===== src/rtl/low_power_mode_control_defs.vh =====
`ifndef LOW_POWER_MODE_CONTROL_DEFS_VH
`define LOW_POWER_MODE_CONTROL_DEFS_VH

// Power mode state codes
`define LPM_ST_RUN        3'h0
`define LPM_ST_WAIT       3'h1
`define LPM_ST_ACT_HALT   3'h2
`define LPM_ST_HALT       3'h3
`define LPM_ST_STARTUP    3'h4
`define LPM_ST_WAKE       3'h5

// Wake cause codes
`define LPM_CAUSE_NONE    2'h0
`define LPM_CAUSE_IRQ     2'h1
`define LPM_CAUSE_RESET   2'h2

// Start-up delay after a halt exit, in CPU cycles
`define LPM_STARTUP_CYCLES 4096

`endif


===== src/rtl/low_power_mode_control.v =====
// Operation
// RULE1 - A wait instruction stops the CPU while all peripherals keep running and clocked.
// RULE2 - Entering wait clears the interrupt mask and leaves all other state untouched.
// RULE3 - Wait lasts until an interrupt or reset, then the matching service routine is fetched.
// RULE4 - Servicing pushes the condition codes, sets the mask, and the pop restores it clear.
// RULE5 - On a halt instruction the timebase enable picks full halt (0) or active halt (1).
// RULE6 - Active halt ends on the timebase interrupt, a wake-capable interrupt or a reset.
// RULE7 - Any wake from active halt waits 4096 CPU cycles before servicing or vector fetch.
// RULE8 - Entering either halt clears the mask, and a pending interrupt wakes at once.
// RULE9 - In active halt only the oscillator and timebase counter run; others lose clock.
// RULE10 - With the timebase enable set, active halt with the watchdog running gives no reset.
// RULE11 - Full halt ends on a wake-capable interrupt or reset, restarting the oscillator for 4096 cycles.
// RULE12 - Entering full halt forces the interrupt mask to zero so a pending interrupt wakes at once.
// RULE13 - Full halt stops the oscillator and all processing except externally clocked peripherals.
// RULE14 - A watchdog stop option decides whether a halt with the watchdog on resets the device.
// RULE15 - Timebase and clock security interrupts wake only from active halt, never full halt.
// RULE16 - Entering wait while in slow mode gives a combined slow-wait state.
// RULE17 - Waking from wait resumes with no oscillator stabilisation delay.
`timescale 1ns/10ps
`default_nettype none
`include "low_power_mode_control_defs.vh"

module low_power_mode_control #(
  parameter STARTUP_CYCLES = `LPM_STARTUP_CYCLES
) (
  input  wire       ref_clk_i,
  input  wire       reset_i,
  input  wire       clk_en_i,
  input  wire       wait_for_interrupt_instr_i,
  input  wire       halt_instr_i,
  input  wire       timebase_irq_enable_i,
  input  wire       slow_mode_i,
  input  wire       watchdog_active_i,
  input  wire       watchdog_stop_option_i,
  input  wire       any_irq_i,
  input  wire       halt_wake_irq_i,
  input  wire       timebase_irq_i,
  input  wire       clock_security_irq_i,
  input  wire       wake_reset_i,
  input  wire       irq_entry_i,
  input  wire       irq_return_i,
  output reg        cpu_clk_en_o,
  output reg        periph_clk_en_o,
  output reg        osc_en_o,
  output reg        timebase_clk_en_o,
  output reg        irq_mask_o,
  output reg        push_cc_o,
  output reg        service_irq_o,
  output reg        fetch_reset_vector_o,
  output reg        watchdog_reset_o,
  output reg        slow_wait_o,
  output reg  [2:0] mode_o
);

  // Counter width covers the documented start-up delay with room to spare
  localparam CNT_W = 13;
  // Last count value, kept at integer width so no bits are dropped
  localparam integer START_LAST = STARTUP_CYCLES - 1;
  // Counter widened to integer width for the end-of-delay compare
  wire [31:0] cnt_wide = {{(32-CNT_W){1'b0}}, cnt_q};

  reg [2:0]       state_q;
  reg [2:0]       state_d;
  reg [1:0]       cause_q;
  reg [1:0]       cause_d;
  reg [CNT_W-1:0] cnt_q;
  reg [CNT_W-1:0] cnt_d;
  reg             mask_q;
  reg             mask_d;
  reg             slow_wait_d;
  reg             wdg_rst_d;

  // Timebase and clock security sources are wake-capable in active halt only
  // A full halt has no timebase running, so those sources cannot be trusted there
  // RULE15 - source gating
  wire act_wake = halt_wake_irq_i | timebase_irq_i | clock_security_irq_i;
  wire full_wake = halt_wake_irq_i;

  // Next-state logic for the mode sequencer
  always @* begin
    state_d     = state_q;
    cause_d     = cause_q;
    cnt_d       = cnt_q;
    mask_d      = mask_q;
    slow_wait_d = slow_wait_o;
    wdg_rst_d   = 1'b0;
    case (state_q)
      `LPM_ST_RUN: begin
        // RULE4 - mask set on entry
        if (irq_entry_i) begin
          mask_d = 1'b1;
        end else if (irq_return_i) begin
          mask_d = 1'b0;
        end
        if (wait_for_interrupt_instr_i) begin
          // RULE2 - clear mask on wait
          mask_d = 1'b0;
          // RULE16 - slow wait combine
          slow_wait_d = slow_mode_i;
          // RULE1 - stop CPU only
          state_d = `LPM_ST_WAIT;
        end else if (halt_instr_i) begin
          // RULE8 - clear mask on halt
          // RULE12 - force mask zero
          mask_d = 1'b0;
          if (any_irq_i) begin
            // Pending interrupt wakes straight away
            cause_d = `LPM_CAUSE_IRQ;
            cnt_d   = {CNT_W{1'b0}};
            state_d = `LPM_ST_STARTUP;
          // RULE5 - timebase enable selects
          end else if (timebase_irq_enable_i) begin
            // RULE10 - no watchdog reset
            state_d = `LPM_ST_ACT_HALT;
          end else if (watchdog_active_i && !watchdog_stop_option_i) begin
            // RULE14 - option gated reset
            wdg_rst_d = 1'b1;
          end else begin
            state_d = `LPM_ST_HALT;
          end
        end
      end
      `LPM_ST_WAIT: begin
        // RULE3 - wake on irq/reset
        // RULE17 - no start-up delay
        if (wake_reset_i || any_irq_i) begin
          cause_d     = wake_reset_i ? `LPM_CAUSE_RESET : `LPM_CAUSE_IRQ;
          slow_wait_d = 1'b0;
          state_d     = `LPM_ST_WAKE;
        end
      end
      `LPM_ST_ACT_HALT: begin
        // RULE6 - active halt exits
        if (wake_reset_i || act_wake) begin
          cause_d = wake_reset_i ? `LPM_CAUSE_RESET : `LPM_CAUSE_IRQ;
          cnt_d   = {CNT_W{1'b0}};
          state_d = `LPM_ST_STARTUP;
        end
      end
      `LPM_ST_HALT: begin
        // RULE11 - full halt exits
        if (wake_reset_i || full_wake) begin
          cause_d = wake_reset_i ? `LPM_CAUSE_RESET : `LPM_CAUSE_IRQ;
          cnt_d   = {CNT_W{1'b0}};
          state_d = `LPM_ST_STARTUP;
        end
      end
      `LPM_ST_STARTUP: begin
        // RULE7 - 4096 cycle delay
        if (cnt_wide == START_LAST) begin
          state_d = `LPM_ST_WAKE;
        end else begin
          cnt_d = cnt_q + {{(CNT_W-1){1'b0}}, 1'b1};
        end
      end
      `LPM_ST_WAKE: begin
        // RULE4 - mask set for routine
        if (cause_q == `LPM_CAUSE_IRQ) begin
          mask_d = 1'b1;
        end
        cause_d = `LPM_CAUSE_NONE;
        state_d = `LPM_ST_RUN;
      end
      default: begin
        state_d = `LPM_ST_RUN;
      end
    endcase
  end

  // State registers, frozen while the clock enable is low
  always @(posedge ref_clk_i or posedge reset_i) begin
    if (reset_i) begin
      state_q          <= `LPM_ST_RUN;
      cause_q          <= `LPM_CAUSE_NONE;
      cnt_q            <= {CNT_W{1'b0}};
      mask_q           <= 1'b1;
      slow_wait_o      <= 1'b0;
      watchdog_reset_o <= 1'b0;
    end else if (clk_en_i) begin
      state_q          <= state_d;
      cause_q          <= cause_d;
      cnt_q            <= cnt_d;
      mask_q           <= mask_d;
      slow_wait_o      <= slow_wait_d;
      watchdog_reset_o <= wdg_rst_d;
    end
  end

  // Registered outputs derived from the next state
  always @(posedge ref_clk_i or posedge reset_i) begin
    if (reset_i) begin
      cpu_clk_en_o         <= 1'b1;
      periph_clk_en_o      <= 1'b1;
      osc_en_o             <= 1'b1;
      timebase_clk_en_o    <= 1'b1;
      irq_mask_o           <= 1'b1;
      push_cc_o            <= 1'b0;
      service_irq_o        <= 1'b0;
      fetch_reset_vector_o <= 1'b0;
      mode_o               <= `LPM_ST_RUN;
    end else if (clk_en_i) begin
      cpu_clk_en_o         <= (state_d == `LPM_ST_RUN) || (state_d == `LPM_ST_WAKE);
      // RULE1 - peripherals run in wait
      // RULE9 - only timebase in active halt
      periph_clk_en_o      <= (state_d == `LPM_ST_RUN) || (state_d == `LPM_ST_WAIT) ||
                              (state_d == `LPM_ST_WAKE);
      // RULE13 - oscillator off in halt
      osc_en_o             <= (state_d != `LPM_ST_HALT);
      timebase_clk_en_o    <= (state_d != `LPM_ST_HALT);
      // RULE4 - mask set with service
      // Mask shows set from the service cycle on, ahead of the held copy
      irq_mask_o           <= mask_d | ((state_d == `LPM_ST_WAKE) && (cause_d == `LPM_CAUSE_IRQ));
      // RULE4 - push condition codes
      push_cc_o            <= (state_d == `LPM_ST_WAKE) && (cause_d == `LPM_CAUSE_IRQ);
      // RULE3 - vector selection
      service_irq_o        <= (state_d == `LPM_ST_WAKE) && (cause_d == `LPM_CAUSE_IRQ);
      fetch_reset_vector_o <= (state_d == `LPM_ST_WAKE) && (cause_d == `LPM_CAUSE_RESET);
      mode_o               <= state_d;
    end
  end

endmodule
`default_nettype wire


===== config.mk =====
export PLATFORM = sky130hd
export DESIGN_NAME = low_power_mode_control
export DESIGN_NICKNAME = d
export VERILOG_FILES = /design/src/rtl/low_power_mode_control.v
export VERILOG_INCLUDE_DIRS = /design/src /design/src/rtl
export SDC_FILE = /design/constraint.sdc
export NUM_CORES = 1
export LEC_CHECK = 0
export ABC_AREA = 1
export BUFFER_PORTS_ARGS = -buffer_cell sky130_fd_sc_hd__buf_2
export CAP_MARGIN = 5
export CORE_MARGIN = 10
export CORE_UTILIZATION = 56
export DETAILED_ROUTE_END_ITERATION = 10
export PLACE_DENSITY = 0.79
export SYNTH_ARGS = -nofsm -noshare
export SYNTH_HDL_FRONTEND = slang
export SYNTH_SLANG_ARGS = --single-unit

===== constraint.sdc =====
create_clock -name ref_clk_i -period 2.31 [get_ports ref_clk_i]
set_input_delay 0.1155 -clock ref_clk_i [delete_from_list [all_inputs] [get_ports ref_clk_i]]
set_output_delay 0.1155 -clock ref_clk_i [all_outputs]
set_load 0.03 [all_outputs]

==> impl_results.md <==
- Run status: finished clean
- RSZ-0062 raised after global routing: no
- Final Hold Vio Count: 0
- Area of the mapped netlist: between 1500 and 2000 um2
- Syn Inst Count: 264
- Core Util, Final: roughly two thirds
- I/O pins: 29
- Seq/Total Area, Yosys: a little over a third
- Die X: between 70 and 80 um
- Clk_skew: ~0.013 ns
- Initial DRC count: 97
- Worst r2r dst: cnt_q[0]
- Row cnt: 20
- Worst path required time: ~2.6 ns
- Area Growth Syn to Fin: 10.3%
- Synth unique cells: 32
- FMAX: between 0.5 and 0.6 GHz
- Port bufs: 28
- Vias: about 1.7k
- First-pass GRT wire length: 6970 um
- H-tree depth: 1
- Worst IR Drop VDD: 0.740 mV
- Clock root buffer: clkbuf_4
- Crit-path slowest cell: dfrtp_1
- Slew Limit Fails: 0
- Pleak: approximately 1.1 nW
- Starting Density: 59.6%
- Final worst path period share: between 80% and 90%
- Final HPWL DP: roughly 3300 um
- Type of the worst setup path: flip-flop to flip-flop
- CTS tree: done
- Number of clock buffers inserted by TritonCTS: 3
- R2r worst-path depth: 7
- Vias in the first global route: between 1.5k and 2k
- Worst Hold Class: input port to flip-flop
- Final setup viols: 0
- Final TNS setup: 0 ns
- Die Ht: ~80 um
- # hold bufs at CTS: 1
- R2R Setup Slk: about 0.40 ns
- Largest net degree at the start of global routing: 28
- PD cells: 964 nW/um2
- CP Cell Sequence: nor2_2 -> nand2_2 -> nor2_1 -> nand2_2 -> nand3_4 -> inv_4 -> o21a_1
- Core ar.: 3130 um2
- Total GRT Usage: a little over an eighth
- Hold Path End: slow_wait_o
- Number of flops mapped to enable cells by yosys: 0
- Worst-skew pair later-pin latency: approximately 0.34 ns
- Clk buf depth: 2
- Hold Crit Depth: 3
- Post-CTS Setup Inserts: 0
- MaxCap Viol Count: 0
- Seq cells post-synth: 27
- Num Clock Sinks: 27
- Most common flop cell mapped by yosys: dfrtp_1
- WL/cell: 12.3 um
- Cell mode on critical path: nand2_2
- Crit start category: flip-flop
- Final ANT Viol Nets: 0
- CP peak stage delay: a little over 0.5 ns
- Rel. slew slack: approximately 77%
- Final #Nets: 310
- Die footprint: 6040 um2
- CTS clock-pin slew for the worst setup and hold paths: approximately 0.15 ns
- Post-CTS resize count: 0
- Share of layout cells above drive strength 1: 25.3%
- Drt pass-1 iters: 4
- Initial antenna violation count: 0
- Vias per cell: between 5 and 6
- Final non-filler cell area: 2060 um2
- Critical path fanouts, max: 18
- Dpl cell area: between 2000 and 2500 um2
- Routed WL: approximately 4100 um
- Total grt overflow: 0
- Residual DRC: 0
- Worst EP arrival: 2.15 ns
- Yosys warning count: 0
- R2R Path Start: mode_o[1]
- Hold wc startpoint: slow_mode_i
- Post-Syn Area per Cell: between 7 and 8 um2
- Syn_nets: about 280
- Ant. Diodes: 0
- WHS: roughly 0.027 ns
- Slew @ Worst Pin: about 0.34 ns
- Global placer's final weighted congestion: about 0.91
- Asr flop ratio synth: 100%
- Crit path time final: ~1.9 ns
- Crit end category: flip-flop
report_power, final:
group | switching [W] | leakage [nW] | internal (W)
Combinational | 0.000750 | 0.690 | 0.000304
Clock | 0.000146 | 0.0177 | 0.0000653
Sequential | 0.000106 | 0.346 | 0.000611
Total | 0.00100 | 1.05 | 0.000981
cell type report:
type                    instances  area, um2
flip-flops and latches         27        682
clock inverters                 1       5.00
multi-input cells             199       1010
repair buffers                 30        158
fillers                       278       1070
well taps                      44       55.1
clock buffers                   3       22.5
inverters                      32        123
metal layers:
metal	share of wire, %	vias to the layer above	GRT usage, %
met4	1.6	0	5.47
met2	42	59	20.1
li1	-	888	-
met1	48	762	18.6
met3	8.3	5	3.57
met5	0	-	0
cell usage in the layout, fill, tap and decap left out, drive strengths merged:
master | synthesis | routed
dlygate4sd3 | 0 | 1
a31oi | 2 | 2
nand2 | 91 | 91
or2 | 1 | 1
o21ai | 12 | 12
dfstp | 5 | 5
o31ai | 6 | 6
a21oi | 7 | 7
dfrtp | 22 | 22
a21boi | 1 | 1
clkinv | 0 | 1
nand3 | 17 | 17
o21a | 1 | 1
xnor2 | 3 | 3
nor3 | 3 | 3
clkbuf | 2 | 3
ha | 1 | 1
and2 | 1 | 1
nor2 | 43 | 43
buf | 4 | 29
nand4 | 4 | 4
xor2 | 6 | 6
inv | 32 | 32
cells in the mapped netlist (3+ instances only):
library cell   n  area, um2
nand3_1       13       65.1
dfrtp_1       22        551
inv_1         28        105
o31ai_1        6       45.0
nand3_2        3       30.0
nor3_1         3       15.0
nand4_1        4       25.0
nor2_4         3       33.8
dfstp_2        5        131
xor2_1         6       52.6
inv_2          3       11.3
a21oi_1        7       35.0
nand2_1       74        278
o21ai_0        8       40.0
nor2_2         5       31.3
nand2_2       17        106
nor2_1        35        131
xnor2_1        3       26.3
metrics by stage:
| step | power (W) | worst slack (ns) | std cells |
|---|---|---|---|
| after global placement | 0.00175 | 0.512 | 331 |
| after global routing | 0.00215 | 0.276 | 336 |
| after CTS | 0.00199 | 0.421 | 336 |
| final | 0.00198 | 0.400 | 336 |
| after floorplan | 0.00156 | 0.697 | 264 |
| after detailed placement | 0.00177 | 0.462 | 331 |
registers in the layout, summed over array words and instances, names as in the netlist:
signal,count
cnt_q,13
mode_o,3
service_irq_o,1
periph_clk_en_o,1
cause_q,2
slow_wait_o,1
watchdog_reset_o,1
irq_mask_o,1
timebase_clk_en_o,1
mask_q,1
cpu_clk_en_o,1
fetch_reset_vector_o,1
kinds of logic (layout without fill, tap and decap cells):
kind of cell / count (synthesis) / in the layout / synth area share, %
simple gates: 160 / 160 / 40.0
fa+ha+maj: 1 / 1 / 0.671
compound gates: 29 / 29 / 9.40
flops: 27 / 27 / 36.6
xor+xnor: 9 / 9 / 4.23
buf+inv: 38 / 66 / 9.13
how the worst max path moves through the flow:
stage	startpoint	endpoint	cells after the start
floorplan	mode_o[2]	cnt_q[4]	8
global route	mode_o[1]	cnt_q[0]	7
global placement	cnt_q[0]	cnt_q[0]	9
detailed placement	mode_o[1]	cnt_q[0]	7
CTS	mode_o[1]	cnt_q[0]	7
finish	mode_o[1]	cnt_q[0]	7
critical path: cells and delay by family (launching register included):
family	cells	cell delay (ns)
and+or+nand+nor	5	1.01
DFF	1	0.51
AOI/OAI and AO/OA	1	0.18
buffers and inverters	1	0.10
Power figures use the tool's default switching activity.
